## config.mk

```make
export PLATFORM = sky130hd
export DESIGN_NAME = adc_clock_mode_fifo_scan_control
export DESIGN_NICKNAME = d
export VERILOG_FILES = /design/src/adc_pkg.sv /design/src/conv_clk_if.sv /design/src/conv_clock_gen.sv /design/src/adc_clock_mode_fifo_scan_control.sv
export SDC_FILE = /design/constraint.sdc
export NUM_CORES = 1
export LEC_CHECK = 0
export CELL_PAD_IN_SITES_DETAIL_PLACEMENT = 1
export CELL_PAD_IN_SITES_GLOBAL_PLACEMENT = 2
export CORE_ASPECT_RATIO = 1.25
export CORE_MARGIN = 5
export CORE_UTILIZATION = 39
export DETAILED_ROUTE_END_ITERATION = 12
export DONT_BUFFER_PORTS = 1
export GPL_TIMING_DRIVEN = 0
export PLACE_DENSITY = 0.85
export SLEW_MARGIN = 20
export SYNTH_ARGS = -nofsm -noshare
export SYNTH_HDL_FRONTEND = slang
export SYNTH_SLANG_ARGS = --single-unit
```

## constraint.sdc

```tcl
create_clock -name aclk -period 4 [get_ports aclk]
set_input_delay 0.4 -clock aclk [delete_from_list [all_inputs] [get_ports aclk]]
set_output_delay 0.4 -clock aclk [all_outputs]
set_load 0.02 [all_outputs]
```

## src/adc_pkg.sv

```systemverilog
`default_nettype none
package adc_pkg;

  // ****************************************************************
  // register indices, byte address is four times the index
  // ****************************************************************
  localparam logic [5:0] IDX_CFG  = 6'h02;
  localparam logic [5:0] IDX_FIFO = 6'h03;
  localparam logic [5:0] IDX_CTRL = 6'h04;
  localparam logic [5:0] IDX_STAT = 6'h05;
  localparam logic [5:0] IDX_MASK = 6'h06;

  // ****************************************************************
  // reset values and write masks
  // ****************************************************************
  localparam logic [7:0] CFG_RST    = 8'h00;
  localparam logic [7:0] FIFO_RST   = 8'h00;
  localparam logic [7:0] FIFO_WMASK = 8'h67;

  // ****************************************************************
  // field positions
  // ****************************************************************
  localparam int DIV_LSB   = 5;
  localparam int LONG_BIT  = 4;
  localparam int RES_LSB   = 2;
  localparam int SRC_LSB   = 0;
  localparam int SCAN_BIT  = 6;
  localparam int COMB_BIT  = 5;
  localparam int DEPTH_LSB = 0;
  localparam int START_BIT = 0;
  localparam int CONT_BIT  = 1;
  localparam int CMPEN_BIT = 2;
  localparam int DONE_BIT  = 0;

  // ****************************************************************
  // encodings and timing counts in conversion clock ticks
  // ****************************************************************
  localparam logic [1:0] SRC_BUS     = 2'h0;
  localparam logic [1:0] SRC_HALF    = 2'h1;
  localparam logic [1:0] SRC_ALT     = 2'h2;
  localparam logic [1:0] RES_8       = 2'h0;
  localparam logic [1:0] RES_10      = 2'h1;
  localparam logic [3:0] SHORT_TICKS = 4'h4;
  localparam logic [3:0] LONG_TICKS  = 4'hc;
  localparam logic [3:0] RES8_TICKS  = 4'h8;
  localparam logic [3:0] RES10_TICKS = 4'ha;
  localparam logic [3:0] RES12_TICKS = 4'hc;
  localparam logic [1:0] RESP_OKAY   = 2'h0;
  localparam logic [1:0] RESP_SLVERR = 2'h2;

  typedef enum logic [1:0] {IDLE, SAMPLE, CONVERT, CHECK} seq_state_e;

endpackage
`default_nettype wire

```

## src/conv_clk_if.sv

```systemverilog
`timescale 1ns/100ps
`default_nettype none
interface conv_clk_if;
  logic [1:0] input_clock_source;
  logic [1:0] clock_divide_select;
  logic       conv_tick;
  modport ctrl (output input_clock_source, output clock_divide_select, input conv_tick);
  modport gen (input input_clock_source, input clock_divide_select, output conv_tick);
endinterface
`default_nettype wire

```

## src/conv_clock_gen.sv

```systemverilog
`timescale 1ns/100ps
`default_nettype none
module conv_clock_gen (
  input  wire logic aclk,
  input  wire logic aresetn,
  input  wire logic ce,
  input  wire logic alternate_clock,
  input  wire logic async_conversion_clock,
  conv_clk_if.gen   cg
);

  typedef struct packed {
    logic       alt_m;
    logic       alt_s;
    logic       alt_p;
    logic       ack_m;
    logic       ack_s;
    logic       ack_p;
    logic       half;
    logic [2:0] cnt;
    logic       tick;
  } gen_s;

  gen_s s_q;
  gen_s s_d;
  logic src_tick;

  function automatic logic [2:0] div_limit(input logic [1:0] sel);
    case (sel)
      2'h0:    return 3'h0;
      2'h1:    return 3'h1;
      2'h2:    return 3'h3;
      default: return 3'h7;
    endcase
  endfunction

  // ****************************************************************
  // source select and divider
  // ****************************************************************
  always_comb begin
    s_d      = s_q;
    src_tick = 1'b0;
    s_d.alt_m = alternate_clock;
    s_d.alt_s = s_q.alt_m;
    s_d.alt_p = s_q.alt_s;
    s_d.ack_m = async_conversion_clock;
    s_d.ack_s = s_q.ack_m;
    s_d.ack_p = s_q.ack_s;
    s_d.half  = ~s_q.half;
    s_d.tick  = 1'b0;
    case (cg.input_clock_source)
      adc_pkg::SRC_BUS:  src_tick = 1'b1;
      adc_pkg::SRC_HALF: src_tick = s_q.half;
      adc_pkg::SRC_ALT:  src_tick = s_q.alt_s & ~s_q.alt_p;
      default:           src_tick = s_q.ack_s & ~s_q.ack_p;
    endcase
    if (src_tick) begin
      if (s_q.cnt >= div_limit(cg.clock_divide_select)) begin
        s_d.cnt  = 3'h0;
        s_d.tick = 1'b1;
      end else begin
        s_d.cnt = s_q.cnt + 3'h1;
      end
    end
  end

  always_ff @(posedge aclk) begin
    if (!aresetn) begin
      s_q <= '0;
    end else if (ce) begin
      s_q <= s_d;
    end
  end

  assign cg.conv_tick = s_q.tick;
endmodule
`default_nettype wire

```

## src/adc_clock_mode_fifo_scan_control.sv

```systemverilog
// Decided for this implementation: the register addresses and the AXI4-Lite register port.
`timescale 1ns/100ps
`default_nettype none
// ****************************************************************
// Summary of operation
// - divide field 00 passes the input clock, 01 halves it.
// - divide field 10 divides by four, 11 divides by eight.
// - config bit 4 picks short (0) or long (1) sample time.
// - bits 3-2 pick 8, 10 or 12 bit results; 11 reserved.
// - source field picks bus, bus/2, alternate or async clock.
// - scan with FIFO on repeats the first FIFO channel until full.
// - continuous scan starts the next conversion when the set finishes, whether or not complete sets.
// - combine select bit 5 only matters while FIFO depth is nonzero.
// - combine 0 ORs compare triggers; complete after any one.
// - combine 1 ANDs compare triggers; complete after all.
// - FIFO control bits 7 and 4-3 are read-only zero.
// - depth 000 disables FIFO; 001..111 give two to eight levels.
// - with FIFO on, complete sets only after the whole set finishes.
// ****************************************************************
module adc_clock_mode_fifo_scan_control (
  input  wire logic        aclk,
  input  wire logic        aresetn,
  input  wire logic        ce,
  input  wire logic        awvalid,
  output logic             awready,
  input  wire logic [7:0]  awaddr,
  input  wire logic        wvalid,
  output logic             wready,
  input  wire logic [31:0] wdata,
  input  wire logic [3:0]  wstrb,
  output logic             bvalid,
  input  wire logic        bready,
  output logic [1:0]       bresp,
  input  wire logic        arvalid,
  output logic             arready,
  input  wire logic [7:0]  araddr,
  output logic             rvalid,
  input  wire logic        rready,
  output logic [31:0]      rdata,
  output logic [1:0]       rresp,
  input  wire logic        alternate_clock,
  input  wire logic        async_conversion_clock,
  input  wire logic        compare_trigger,
  output logic             conversion_active,
  output logic             conversion_done,
  output logic [2:0]       channel_slot,
  output logic [3:0]       fifo_fill_level,
  output logic             conversion_complete_flag,
  output logic             irq
);

  typedef struct packed {
    logic [7:0]          cfg;
    logic [7:0]          fifo;
    logic                cont;
    logic                cmp_en;
    logic                mask;
    logic                status;
    logic                aw_v;
    logic [7:0]          aw_addr;
    logic                w_v;
    logic [7:0]          w_data;
    logic                w_lane0;
    logic                bvalid;
    logic [1:0]          bresp;
    logic                rvalid;
    logic [31:0]         rdata;
    logic [1:0]          rresp;
    logic                rd_fifo;
    adc_pkg::seq_state_e st;
    logic [3:0]          cnt;
    logic [2:0]          slot;
    logic [3:0]          fill;
    logic                or_acc;
    logic                and_acc;
    logic                done;
  } state_s;

  localparam state_s RST = '{
    cfg:     adc_pkg::CFG_RST,
    fifo:    adc_pkg::FIFO_RST,
    st:      adc_pkg::IDLE,
    and_acc: 1'b1,
    default: '0
  };

  state_s     s_q;
  state_s     s_d;
  logic       aw_hs;
  logic       w_hs;
  logic       ar_hs;
  logic       tick;
  logic       fifo_on;
  logic       scan_on;
  logic       and_mode;
  logic [3:0] target;
  logic [3:0] sample_len;
  logic       cmp_hit;
  logic       start;
  logic       launch;
  logic       set_complete;
  logic       read_clear;
  logic [7:0] rbyte;

  conv_clk_if cg ();

  // ****************************************************************
  // address decode
  // ****************************************************************
  function automatic logic hit(input logic [7:0] a, input logic [5:0] idx);
    return (a[7:2] == idx) && (a[1:0] == 2'h0);
  endfunction

  function automatic logic mapped(input logic [7:0] a);
    return hit(a, adc_pkg::IDX_CFG) | hit(a, adc_pkg::IDX_FIFO) |
           hit(a, adc_pkg::IDX_CTRL) | hit(a, adc_pkg::IDX_STAT) |
           hit(a, adc_pkg::IDX_MASK);
  endfunction

  function automatic logic [3:0] res_ticks(input logic [1:0] m);
    case (m)
      adc_pkg::RES_8:  return adc_pkg::RES8_TICKS;
      adc_pkg::RES_10: return adc_pkg::RES10_TICKS;
      default:         return adc_pkg::RES12_TICKS;
    endcase
  endfunction

  // ****************************************************************
  // conversion clock
  // ****************************************************************
  assign cg.input_clock_source  = s_q.cfg[adc_pkg::SRC_LSB +: 2];
  assign cg.clock_divide_select = s_q.cfg[adc_pkg::DIV_LSB +: 2];
  assign tick                   = cg.conv_tick;

  conv_clock_gen u_clock_gen (
    .aclk                   (aclk),
    .aresetn                (aresetn),
    .ce                     (ce),
    .alternate_clock        (alternate_clock),
    .async_conversion_clock (async_conversion_clock),
    .cg                     (cg.gen)
  );

  // ****************************************************************
  // decoded configuration
  // ****************************************************************
  assign fifo_on    = |s_q.fifo[adc_pkg::DEPTH_LSB +: 3];
  assign scan_on    = fifo_on & s_q.fifo[adc_pkg::SCAN_BIT];
  assign and_mode   = fifo_on & s_q.fifo[adc_pkg::COMB_BIT];
  assign target     = fifo_on ? {1'b0, s_q.fifo[adc_pkg::DEPTH_LSB +: 3]} + 4'h1 : 4'h1;
  assign sample_len = s_q.cfg[adc_pkg::LONG_BIT] ? adc_pkg::LONG_TICKS : adc_pkg::SHORT_TICKS;
  assign cmp_hit    = and_mode ? s_q.and_acc : s_q.or_acc;

  assign aw_hs = awvalid & awready;
  assign w_hs  = wvalid & wready;
  assign ar_hs = arvalid & arready;

  // ****************************************************************
  // next state
  // ****************************************************************
  always_comb begin
    s_d          = s_q;
    start        = 1'b0;
    launch       = 1'b0;
    set_complete = 1'b0;
    read_clear   = 1'b0;
    rbyte        = 8'h00;
    s_d.done     = 1'b0;

    // write channel
    if (aw_hs) begin
      s_d.aw_v    = 1'b1;
      s_d.aw_addr = awaddr;
    end
    if (w_hs) begin
      s_d.w_v     = 1'b1;
      s_d.w_data  = wdata[7:0];
      s_d.w_lane0 = wstrb[0];
    end
    if (s_q.bvalid && bready) begin
      s_d.bvalid = 1'b0;
    end
    if (s_q.aw_v && s_q.w_v) begin
      s_d.aw_v   = 1'b0;
      s_d.w_v    = 1'b0;
      s_d.bvalid = 1'b1;
      s_d.bresp  = mapped(s_q.aw_addr) ? adc_pkg::RESP_OKAY : adc_pkg::RESP_SLVERR;
      if (s_q.w_lane0) begin
        if (hit(s_q.aw_addr, adc_pkg::IDX_CFG)) begin
          s_d.cfg = s_q.w_data;
        end
        if (hit(s_q.aw_addr, adc_pkg::IDX_FIFO)) begin
          s_d.fifo = s_q.w_data & adc_pkg::FIFO_WMASK;
        end
        if (hit(s_q.aw_addr, adc_pkg::IDX_CTRL)) begin
          s_d.cont   = s_q.w_data[adc_pkg::CONT_BIT];
          s_d.cmp_en = s_q.w_data[adc_pkg::CMPEN_BIT];
          start      = s_q.w_data[adc_pkg::START_BIT];
        end
        if (hit(s_q.aw_addr, adc_pkg::IDX_MASK)) begin
          s_d.mask = s_q.w_data[adc_pkg::DONE_BIT];
        end
      end
    end

    // read channel
    if (s_q.rvalid && rready) begin
      s_d.rvalid = 1'b0;
    end
    if (hit(araddr, adc_pkg::IDX_CFG)) begin
      rbyte = s_q.cfg;
    end
    if (hit(araddr, adc_pkg::IDX_FIFO)) begin
      rbyte = s_q.fifo;
    end
    if (hit(araddr, adc_pkg::IDX_CTRL)) begin
      rbyte[adc_pkg::CONT_BIT]  = s_q.cont;
      rbyte[adc_pkg::CMPEN_BIT] = s_q.cmp_en;
    end
    if (hit(araddr, adc_pkg::IDX_STAT)) begin
      rbyte[adc_pkg::DONE_BIT] = s_q.status;
    end
    if (hit(araddr, adc_pkg::IDX_MASK)) begin
      rbyte[adc_pkg::DONE_BIT] = s_q.mask;
    end
    if (ar_hs) begin
      s_d.rvalid  = 1'b1;
      s_d.rdata   = {24'h000000, rbyte};
      s_d.rresp   = mapped(araddr) ? adc_pkg::RESP_OKAY : adc_pkg::RESP_SLVERR;
      s_d.rd_fifo = hit(araddr, adc_pkg::IDX_FIFO);
      read_clear  = hit(araddr, adc_pkg::IDX_STAT);
    end

    // conversion sequencer
    case (s_q.st)
      adc_pkg::IDLE: begin
        launch = start;
      end
      adc_pkg::SAMPLE: begin
        if (tick) begin
          if (s_q.cnt <= 4'h1) begin
            s_d.st  = adc_pkg::CONVERT;
            s_d.cnt = res_ticks(s_q.cfg[adc_pkg::RES_LSB +: 2]);
          end else begin
            s_d.cnt = s_q.cnt - 4'h1;
          end
        end
      end
      adc_pkg::CONVERT: begin
        if (tick) begin
          if (s_q.cnt <= 4'h1) begin
            s_d.st      = adc_pkg::CHECK;
            s_d.done    = 1'b1;
            s_d.fill    = s_q.fill + 4'h1;
            s_d.or_acc  = s_q.or_acc | compare_trigger;
            s_d.and_acc = s_q.and_acc & compare_trigger;
          end else begin
            s_d.cnt = s_q.cnt - 4'h1;
          end
        end
      end
      adc_pkg::CHECK: begin
        if (s_q.fill >= target) begin
          set_complete = !s_q.cmp_en || cmp_hit;
          s_d.st       = adc_pkg::IDLE;
          launch       = s_q.cont;
        end else begin
          s_d.st   = adc_pkg::SAMPLE;
          s_d.cnt  = sample_len;
          s_d.slot = scan_on ? 3'h0 : s_q.fill[2:0];
        end
      end
      default: begin
        s_d.st = adc_pkg::IDLE;
      end
    endcase

    if (launch) begin
      s_d.st      = adc_pkg::SAMPLE;
      s_d.cnt     = sample_len;
      s_d.slot    = 3'h0;
      s_d.fill    = 4'h0;
      s_d.or_acc  = 1'b0;
      s_d.and_acc = 1'b1;
    end

    // set wins over the read clear
    s_d.status = (s_q.status & ~read_clear) | set_complete;
  end

  always_ff @(posedge aclk) begin
    if (!aresetn) begin
      s_q <= RST;
    end else if (ce) begin
      s_q <= s_d;
    end
  end

  // ****************************************************************
  // outputs
  // ****************************************************************
  assign awready                  = ce & ~s_q.aw_v & ~s_q.bvalid;
  assign wready                   = ce & ~s_q.w_v & ~s_q.bvalid;
  assign arready                  = ce & ~s_q.rvalid;
  assign bvalid                   = s_q.bvalid;
  assign bresp                    = s_q.bresp;
  assign rvalid                   = s_q.rvalid;
  assign rdata                    = s_q.rdata;
  assign rresp                    = s_q.rresp;
  assign conversion_active        = s_q.st != adc_pkg::IDLE;
  assign conversion_done          = s_q.done;
  assign channel_slot             = s_q.slot;
  assign fifo_fill_level          = s_q.fill;
  assign conversion_complete_flag = s_q.status;
  assign irq                      = s_q.status & s_q.mask;
endmodule
`default_nettype wire

```

Word-level counts from Yosys, hierarchy flattened
Cells that the tools add are included.
{"block": "totals", "in_bits": 63, "ff_bits": 78, "output_inout_bits": 52}
{"block": "op_classes", "reduce_logical": 49, "n_eq_ne": 25, "n_bitwise": 33, "n_lt_le_gt_ge": 3, "n_addsub": 4, "mux": 48}
{"op": "$eq 6x3->1 const B", "n": 6}
{"op": "$mux 36", "n": 1}
{"op": "$mux 7", "n": 4}
{"op": "$eq 6x2->1 const B", "n": 4}
{"op": "$reduce_and 4->1", "n": 5}
{"op": "$pmux 6 s3", "n": 1}
{"op": "$reduce_and 2->1", "n": 9}
{"op": "$reduce_bool 2->1", "n": 9}
{"op": "$mux 1", "n": 17}
{"op": "$mux 4", "n": 4}
{"op": "$mux 8", "n": 2}
{"op": "$and 1x1->1", "n": 15}
{"op": "$mux 15", "n": 1}
{"op": "$mux 3", "n": 5}
{"op": "$logic_and 1x1->1", "n": 13}
{"op": "$logic_not 2->1", "n": 6}
{"op": "$mux 6", "n": 2}
{"op": "$ne 3x3->1 const B", "n": 4}
{"op": "$reduce_and 6->1", "n": 2}
{"op": "$mux 10", "n": 1}
{"op": "$mux 2", "n": 5}
{"op": "$or 1x1->1", "n": 10}
{"op": "$mux 9", "n": 1}
{"op": "$pmux 3 s3", "n": 1}
{"op": "other kinds (20)", "n": 34}

Logic depth before layout (Yosys ltp)
Gate-level depths: netlist (run 1).
{"block": "logic_depth", "word_depth": 8, "mapped_depth": 12}

Cells and area by module
A second synthesis (run 1) with hierarchy kept.
{"block": "unflattened", "hier_cells": 477, "hier_area_um2": 4140.2}
{"mod": "adc_clock_mode_fifo_scan_control", "seq_area_each_um2": 1281.2, "instances": 1, "area_per_inst_um2": 3570.9, "cells_each": 418}
{"mod": "conv_clock_gen", "seq_area_each_um2": 220.2, "instances": 1, "area_per_inst_um2": 569.3, "cells_each": 59}

Worst setup path after synthesis (run 1)
No wires, ideal clock.
{"block": "synth_timing", "path_kind": "register -> register", "startpoint": "reg s_q[78] in the netlist's numbering", "endpoint": "reg s_q[13] in the netlist's numbering", "setup_slack_ns": 1.561, "path_buffers": 0, "period_less_slack_ns": 2.439, "arrival_time_ns": 2.323, "path_stages_with_launch": 12, "t_required_ns": 3.884, "cell_sequence": "dfxtp_1 -> inv_1 -> ha_1 -> nand2b_1 -> nand2_1 -> ha_1 -> nand2b_1 -> a2111oi_2 -> or3_1 -> nand4b_1 -> a211o_1 -> o211a_1"}
{"block": "synth_between", "elab_chain_cells": 7, "word_cells_on_any_way": 13, "cone_classes": "1 x add/sub; 1 x order compare; 4 x eq/ne; 4 x mux; 3 x reduce/logical"}
{"item": "from (decl)", "line_no": "adc_clock_mode_fifo_scan_control.sv:87", "rtl": "state_s s_q;"}
{"item": "from (signal assigned)", "line_no": "adc_clock_mode_fifo_scan_control.sv:293", "rtl": "s_q <= RST;"}
{"item": "from (signal assigned)", "line_no": "adc_clock_mode_fifo_scan_control.sv:295", "rtl": "s_q <= s_d;"}
{"item": "$add 3x1->4 or $reduce_or 3->1 (tied branches)", "line_no": "adc_clock_mode_fifo_scan_control.sv:150, adc_clock_mode_fifo_scan_control.sv:147"}
{"item": "$mux 4 *", "line_no": "adc_clock_mode_fifo_scan_control.sv:150", "rtl": "assign target = fifo_on ? {1'b0, s_q.fifo[adc_pkg::DEPTH_LSB +: 3]} + 4'h1 : 4'h1;"}
{"item": "$ge 4x4->1 *", "line_no": "adc_clock_mode_fifo_scan_control.sv:263", "rtl": "if (s_q.fill >= target) begin"}
{"item": "$mux 1", "line_no": "adc_clock_mode_fifo_scan_control.sv:263"}
{"item": "$pmux 1 s2", "line_no": "adc_clock_mode_fifo_scan_control.sv:235", "rtl": "case (s_q.st)"}
{"item": "$ne 3x3->1 (no source line), or another cell as far along"}
{"item": "$reduce_and 6->1 (no source line)"}
Mark *: on every way between the ends. The rest lies on a longest branch, timed or not.
A chain may end at the register's enable or synchronous reset.

Worst setup path in the final report (run 1)
Same ends and word-level chain as after synthesis.

==> summary.md, run 1 <==
| Metric | Value |
|---|---|
| Status | complete, no violations |
| R2R Path Start | s_q[78] |
| Max Root-Sink Buffers | 2 |
| Placed Instance Area | 0.004245 mm^2 |
| Final setup fails | 0 |
| Post-synth top cells | dfxtp_1 (75), nand2_1 (66), nor2_1 (57), buf_4 (43), a21oi_1 (37) |
| Synth top area cells | dfxtp_1 (38%), buf_4 (8.1%), mux2i_1 (7.3%) |
| P&R area growth vs syn | 13.67% |
| CP endpoint kind | flop |
| Worst slew pin tran | 0.7727 ns |
| Fin Clk Skew | 0.005207 ns |
| CTS Buf Count | 9 |
| Nets@finish | 597 |
| Initial cell density of the core | 39.68% |
| Tmin final | 2.910 ns |
| Hold Crit Class | input port to flop |
| Sequential fraction of the synthesis area | 37.63% |
| Headroom to the max-slew limit | 47.95% |
| WP data arrival | 3.13 ns |
| Logic pwr share | 7.4% |
| Number of remaining DRC errors | 0 |
| Mapped Area | 0.003990 mm^2 |
| Placer Congestion | 0.8296 |
| Worst-path clk slew | 0.06 ns |
| CORE AREA | 0.01005 mm^2 |
| IO Pins | 115 |
| Clock group share of total power | 46.9% |
| Worst vdd ir | 0.1863 mV |
| R2R Setup Slk | 1.09 ns |
| Cts repair resizes | 0 |
| Setup crit start kind | flop |
| Sequential power share | 45.6% |
| Hold Path Origin | wdata[5] |
| Hold Path Depth | 2 |
| Hold Path End | s_q[61] |
| Final wirelength | 10.62 mm |
| Net Switching | 0.3945 mW |
| Pre-CTS setup slack | 1.082 ns |
| Area of the die | 0.01237 mm^2 |
| Fin. max-slew vios | 0 |
| CTS root buf | clkbuf_16 |
| Post-synth EDFFs | 0 |
| Total GRT Usage | 17.76% |
| Register bit total from synthesis | 75 |
| Worst Slack Setup Final | 1.090 ns |
| Static leakage | 1.873 nW |
| H-Tree Depth | 3 |
| Top fanout value on the critical path | 6 |
| Syn. warnings | 0 |
| Post-route ant nets | 0 |
| RSZ-0062 raised after global routing | no |
| Area share of the largest cell type after synthesis | 37.63% |
| Initial antenna violation count | 0 |
| DRT Pass-1 Iters | 4 |
| Sw Ratio | 23.11% |
| Layout cells sized above 1 | 13.93% |
| DP HPWL | 8.253 mm |
| Mapped Avg Cell Area | 8.330 um^2 |
| Worst r2r path cells | 11 |
| First-pass GRT wire length | 17.08 mm |
| Reg2reg end | s_q[13] |
| Worst-Skew Late Latency | 0.33 ns |
| Final hold viol count | 0 |
| Number of fill cells in the layout | 1249 |
| Max Cap Viol | 0 |
| Setup bufs post-CTS | 0 |
| Per-cell routed wire length | 16.44 um |
| Asr flop ratio synth | 0% |
| Via/cell ratio | 5.074 |
| Most frequent cell after synthesis | dfxtp_1 |
| Pin count of the biggest net entering global routing | 12 |
| Ant. Diodes | 0 |
| Fin util | 45.11% |
| Gate Count Post-Synth | 479 |
| Netlist cell types | 56 |
| Period utilization | 72.75% |
| P_int | 1.313 mW |
| CTS Hold Bufs | 0 |
| Initial DRC count | 96 |
| Pwr/cell area | 376.4 mW/mm^2 |
| Rows | 41 |
| Max Fclk | 343.6 MHz |
| Total gr overflow | 0 |
| Via count | 3278 |
| Vias in the first global route | 3479 |
| Total power | 1.707 mW |
| Die Y | 123.1 um |
| Worst Setup Path Type | flop to flop |
| Final TNS setup | 0 ns |
| Die Width | 100.5 um |
| Yosys top cell by area | dfxtp_1 |
| WP data required | 4.22 ns |
| Main synth FF type | dfxtp_1 |
| Clk sinks | 75 |
| Port bufs | 0 |
| CTS tree | done |
| Post-route cell area | 0.004536 mm^2 |
## stage by stage
step                      instances  hold WS (ns)
after CTS                       646        0.1922
after global routing            646        0.1956
after floorplan                 504        0.4356
final                           646        0.1988
after global placement          633        0.4463
after detailed placement        633        0.4544
## metal layers
layer / vias up / routed length (um) / global-route usage, %
li1: 1641 / - / -
met1: 1563 / 4577 / 21.14
met2: 61 / 5383 / 30.60
met3: 13 / 527 / 5.248
met4: 0 / 133 / 5.729
met5: - / 0 / 0
## critical path, stage by stage, from the launching register on
cell and delay, ns:
dfxtp_1 0.46, inv_1 0.08, ha_1 0.22, nand2b_1 0.13, nand2_1 0.08, ha_1 0.27, nand2b_1 0.15, a2111oi_2 0.58
or3_1 0.28, nand4b_1 0.12, a211o_1 0.31, o211a_1 0.13
## how the worst max path moves through the flow
stage / start / to / cells after the start
after global placement: s_q[78] / s_q[13] / 11
after floorplan: s_q[78] / s_q[13] / 11
after CTS: s_q[78] / s_q[11] / 11
after detailed placement: s_q[78] / fifo_fill_level[3] / 12
after global routing: s_q[78] / fifo_fill_level[3] / 12
final: s_q[78] / s_q[13] / 11
## cell families (layout without fill, tap and decap cells)
group / count (synthesis) / after routing / synth area share, %
and+or+nand+nor: 189 / 189 / 23.02
buffers and inverters: 76 / 89 / 11.60
other: 1 / 26 / 0.09398
adders and majority gates: 19 / 19 / 5.958
DFF: 75 / 75 / 37.63
xor gates and xnor gates: 3 / 3 / 0.6586
AOI/OAI and AO/OA: 86 / 86 / 13.48
muxes: 30 / 30 / 7.557
## cells in the final DEF (no fill, tap or decap), types with 8 or more instances in the layout
master / instances
nand2_1: 66
mux2i_1: 29
nand3_1: 8
dfxtp_1: 75
nand2b_1: 8
conb_1: 26
clkbuf_16: 9
clkbuf_1: 13
o21ai_0: 11
nor2_1: 57
inv_1: 15
ha_1: 19
a21oi_1: 37
a22oi_1: 10
nor3_1: 11
buf_4: 43
## flip-flops by register name, indices dropped and copies added, names as in the netlist
register                  cells
fifo_fill_level               4
rvalid                        1
conversion_done               1
s_q                          39
rdata                         8
conversion_complete_flag      1
rresp                         1
u_clock_gen.cg.conv_tick      1
bresp                         1
u_clock_gen.s_q               6
channel_slot                  3
bvalid                        1
u_clock_gen.s_d               4
cg.input_clock_source         2
cg.clock_divide_select        2
## power by group through the flow
stage | logic (mW) | registers, mW | clock network (mW)
after floorplan | 0.106 | 0.790 | 0
after global placement | 0.125 | 0.794 | 0
after detailed placement | 0.127 | 0.795 | 0
after CTS | 0.127 | 0.779 | 0.815
after global routing | 0.141 | 0.781 | 0.848
final | 0.127 | 0.779 | 0.801
## final cells by class
| class | instances | area, um^2 | share of cell area [%] |
|---|---|---|---|
| multi-input combinational | 353 | 2120 | 46.73 |
| tap | 129 | 161.4 | 3.559 |
| clock buffer | 11 | 252.7 | 5.572 |
| inverter | 15 | 56.30 | 1.241 |
| sequential | 75 | 1501 | 33.10 |
| clock inverter | 2 | 37.54 | 0.8276 |
| buffer | 61 | 406.6 | 8.966 |
Note: power is estimated with default switching activity, not from simulation.
==> inputs of run 2 (changes only) <==
--- a/config.mk
+++ b/config.mk
@@ -5,15 +5,16 @@
 export SDC_FILE = /design/constraint.sdc
 export NUM_CORES = 1
 export LEC_CHECK = 0
+export ABC_AREA = 1
 export CELL_PAD_IN_SITES_DETAIL_PLACEMENT = 1
 export CELL_PAD_IN_SITES_GLOBAL_PLACEMENT = 2
 export CORE_ASPECT_RATIO = 1.25
 export CORE_MARGIN = 5
-export CORE_UTILIZATION = 39
+export CORE_UTILIZATION = 31
 export DETAILED_ROUTE_END_ITERATION = 12
 export DONT_BUFFER_PORTS = 1
 export GPL_TIMING_DRIVEN = 0
-export PLACE_DENSITY = 0.85
+export PLACE_DENSITY = 0.76
 export SLEW_MARGIN = 20
 export SYNTH_ARGS = -nofsm -noshare
 export SYNTH_HDL_FRONTEND = slang
==> constraint.sdc (replaced) <==
create_clock -name aclk -period 2.55 [get_ports aclk]
set_input_delay 0.255 -clock aclk [delete_from_list [all_inputs] [get_ports aclk]]
set_output_delay 0.255 -clock aclk [all_outputs]
set_load 0.02 [all_outputs]
==> summary.md, run 2 <==
| Metric | Value |
|---|---|
| Ant. Diodes | 0 (unchanged) |
| Netlist cell types | 41 (was 56) |
| Port bufs | 0 (unchanged) |
| Worst-Skew Late Latency | 0.34 ns (was 0.33 ns) |
| Placer Congestion | 0.8041 (was 0.8296) |
| Pre-CTS setup slack | 0.1179 ns (was 1.082 ns) |
| Final hold viol count | 0 (unchanged) |
| First-pass GRT wire length | 18.75 mm (was 17.08 mm) |
| Via count | 3547 (was 3278) |
| Max Cap Viol | 0 (unchanged) |
| Headroom to the max-slew limit | 52.13% (was 47.95%) |
| Met1 Use GR | 17.37% (was 21.14%) |
| Per-cell routed wire length | 14.96 um (was 16.44 um) |
| CTS tree | done (unchanged) |
| WP data required | 2.78 ns (was 4.22 ns) |
| Number of remaining DRC errors | 0 (unchanged) |
| Pwr/cell area | 667.8 mW/mm^2 (was 376.4 mW/mm^2) |
| Most frequent cell after synthesis | nand2_1 (was dfxtp_1) |
| Area share of the largest cell type after synthesis | 36.72% (was 37.63%) |
| Post-synth top cells | nand2_1 (78), dfxtp_1 (75), inv_1 (64), nor2_1 (60) (was dfxtp_1 (75), nand2_1 (66), nor2_1 (57), buf_4 (43), a21oi_1 (37)) |
| Met2 GRT Util | 27.22% (was 30.60%) |
| Nets@finish | 678 (was 597) |
| Main synth FF type | dfxtp_1 (unchanged) |
| Top fanout value on the critical path | 6 (unchanged) |
| Worst Slack Setup Final | 0.2238 ns (was 1.090 ns) |
| Final setup fails | 0 (unchanged) |
| DP HPWL | 9.232 mm (was 8.253 mm) |
| Via/cell ratio | 4.601 (was 5.074) |
| Fin util | 35.95% (was 45.11%) |
| Final TNS setup | 0 ns (unchanged) |
| Initial antenna violation count | 0 (unchanged) |
| Pin count of the biggest net entering global routing | 13 (was 12) |
| CTS root buf | clkbuf_16 (unchanged) |
| CTS Hold Bufs | 0 (unchanged) |
| Most frequent cells in the layout | nand2_1 (78), dfxtp_1 (73), inv_1 (64), nor2_1 (60) (was dfxtp_1 (75), nand2_1 (66), nor2_1 (57), buf_4 (43), a21oi_1 (37)) |
| Yosys top cell by area | dfxtp_1 (unchanged) |
| Initial DRC count | 114 (was 96) |
| Fin Clk Skew | 0.005289 ns (was 0.005207 ns) |
| Cts repair resizes | 0 (unchanged) |
| Sequential fraction of the synthesis area | 36.72% (was 37.63%) |
| Rows | 47 (was 41) |
| Total gr overflow | 0 (unchanged) |
| CTS Buf Count | 9 (unchanged) |
| Tmin final | 2.326 ns (was 2.910 ns) |
| Static leakage | 2.150 nW (was 1.873 nW) |
| Clk sinks | 75 (unchanged) |
| Dpl cells | 756 (was 633) |
| Setup bufs post-CTS | 0 (unchanged) |
| Register bit total from synthesis | 75 (unchanged) |
| Number of fill cells in the layout | 1650 (was 1249) |
| Mapped Avg Cell Area | 7.302 um^2 (was 8.330 um^2) |
| H-Tree Depth | 3 (unchanged) |
| Worst-path clk slew | 0.06 ns (about the same) |
| Post-synth EDFFs | 0 (unchanged) |
| CP endpoint kind | flop (unchanged) |
| WP data arrival | 2.56 ns (was 3.13 ns) |
| P&R area growth vs syn | 15.30% (was 13.67%) |
| M3 GR Usage | 3.890% (was 5.248%) |
| Mapped Area | 0.004089 mm^2 (was 0.003990 mm^2) |
| Max FFs per register | 39 (unchanged) |
| Non-filler cells, final | 771 (was 646) |
| Commonest non-fill, non-tap cell in the layout | nand2_1 (was dfxtp_1) |
| Initial cell density of the core | 31.18% (was 39.68%) |
| Worst Setup Path Type | flop to flop (unchanged) |
| Max Fclk | 429.9 MHz (was 343.6 MHz) |
| Asr flop ratio synth | 0% (unchanged) |
| Layout cells sized above 1 | 15.83% (was 13.93%) |
| Worst vdd ir | 0.2652 mV (was 0.1863 mV) |
| Vias in the first global route | 3736 (was 3479) |
| Max Root-Sink Buffers | 2 (unchanged) |
| IO Pins | 115 (unchanged) |
| Gr busiest metal | met2 (unchanged) |
| DRT Pass-1 Iters | 5 (was 4) |
| Status | complete, no violations (unchanged) |
| Area of the die | 0.01560 mm^2 (was 0.01237 mm^2) |
| Die Width | 112.7 um (was 100.5 um) |
| CORE AREA | 0.01311 mm^2 (was 0.01005 mm^2) |
| RSZ-0062 raised after global routing | no (unchanged) |
| Setup crit start kind | flop (unchanged) |
| Synth top area cells | dfxtp_1 (37%), buf_4 (8.3%), nand2_1 (7.2%) (was dfxtp_1 (38%), buf_4 (8.1%), mux2i_1 (7.3%)) |
| Largest reg by FF count | s_q (unchanged) |
| Post-route ant nets | 0 (unchanged) |
| Fin. max-slew vios | 0 (unchanged) |
| Worst slew pin tran | 0.7125 ns (was 0.7727 ns) |
| Period utilization | 91.22% (was 72.75%) |
| Hold Crit Class | input port to flop (unchanged) |
| Total GRT Usage | 15.13% (was 17.76%) |
| Die Y | 138.4 um (was 123.1 um) |
| Final wirelength | 11.53 mm (was 10.62 mm) |
| Syn. warnings | 0 (unchanged) |
| Gate Count Post-Synth | 560 (was 479) |
| Total power | 3.149 mW (was 1.707 mW) |
## run 2: cell types whose count changed in the layout (fill, tap and decap cells not counted), moves of 7 or more
cell,previous run,this run
a21oi_1,37,56
a22oi_1,10,1
nand3_1,8,31
mux2i_1,29,0
nand2b_1,8,0
nor2b_1,7,0
o21ai_0,11,56
nand2_1,66,78
inv_1,15,64
## run 2: final timing paths
kind	startpoint	endpoint	slack [ns]	cells past startpoint
worst max-delay path	s_q[78]	s_q[1]	0.22	17
worst min-delay path	compare_trigger	s_q[2]	0.06	2
worst max register to register	s_q[78]	s_q[1]	0.22	17
worst min register to register	s_q[59]	s_q[89]	0.46	2
## run 2: kinds of logic after synthesis
logic type               synth area share (%)
buffers and inverters                   16.09
AND/OR/NAND/NOR                         22.95
XOR/XNOR                               0.8569
flip-flops                              36.72
AO/OA/AOI/OAI                           17.47
other                                 0.09171
adder cells (fa/ha/maj)                 5.814
## run 2: metrics by stage
stage | hold WS, ns | cell area [um^2]
6_report | 0.05717 | 4715
5_1_grt | 0.06432 | 4715
4_1_cts | 0.04529 | 4710
3_5_place_dp | 0.4019 | 4397
3_3_place_gp | 0.4005 | 4397
2_1_floorplan | 0.3899 | 4183
## run 2: per-layer routing
layer / up-vias / part of all wire (%)
li1: 1830 / -
met1: 1648 / 43
met2: 54 / 52
met3: 15 / 3.6
met4: 0 / 1.7
met5: - / 0
## run 2: area by class of cell
class	count	area (um^2)	area share, %
clock buffers	12	266.5	5.653
multi-input cells	384	2023	42.91
clock inverters	3	46.29	0.9820
flip-flops and latches	75	1506	31.95
well taps	171	214.0	4.538
inverters	68	255.2	5.414
plain buffers	58	402.9	8.546
## run 2: power breakdown
| part | leakage [nW] | switching, mW | internal (mW) |
|---|---|---|---|
| clock | 0.151 | 0.505 | 0.834 |
| sequential | 0.612 | 0.0429 | 1.23 |
| combinational | 1.39 | 0.359 | 0.178 |
| total | 2.15 | 0.907 | 2.24 |
## run 2: critical path, cell delays in order (launching register included)
cell and delay (ns):
dfxtp_4 0.39, inv_1 0.05, ha_1 0.19, nand2_1 0.13, nand2_1 0.08, ha_1 0.30, nand2_1 0.07, inv_1 0.04
nand2_1 0.06, nand3_2 0.15, nand2_2 0.12, nand2_2 0.05, nand2_2 0.09, inv_2 0.07, nand2_1 0.12, nand2_1 0.09
a21oi_1 0.15, nand2_1 0.06
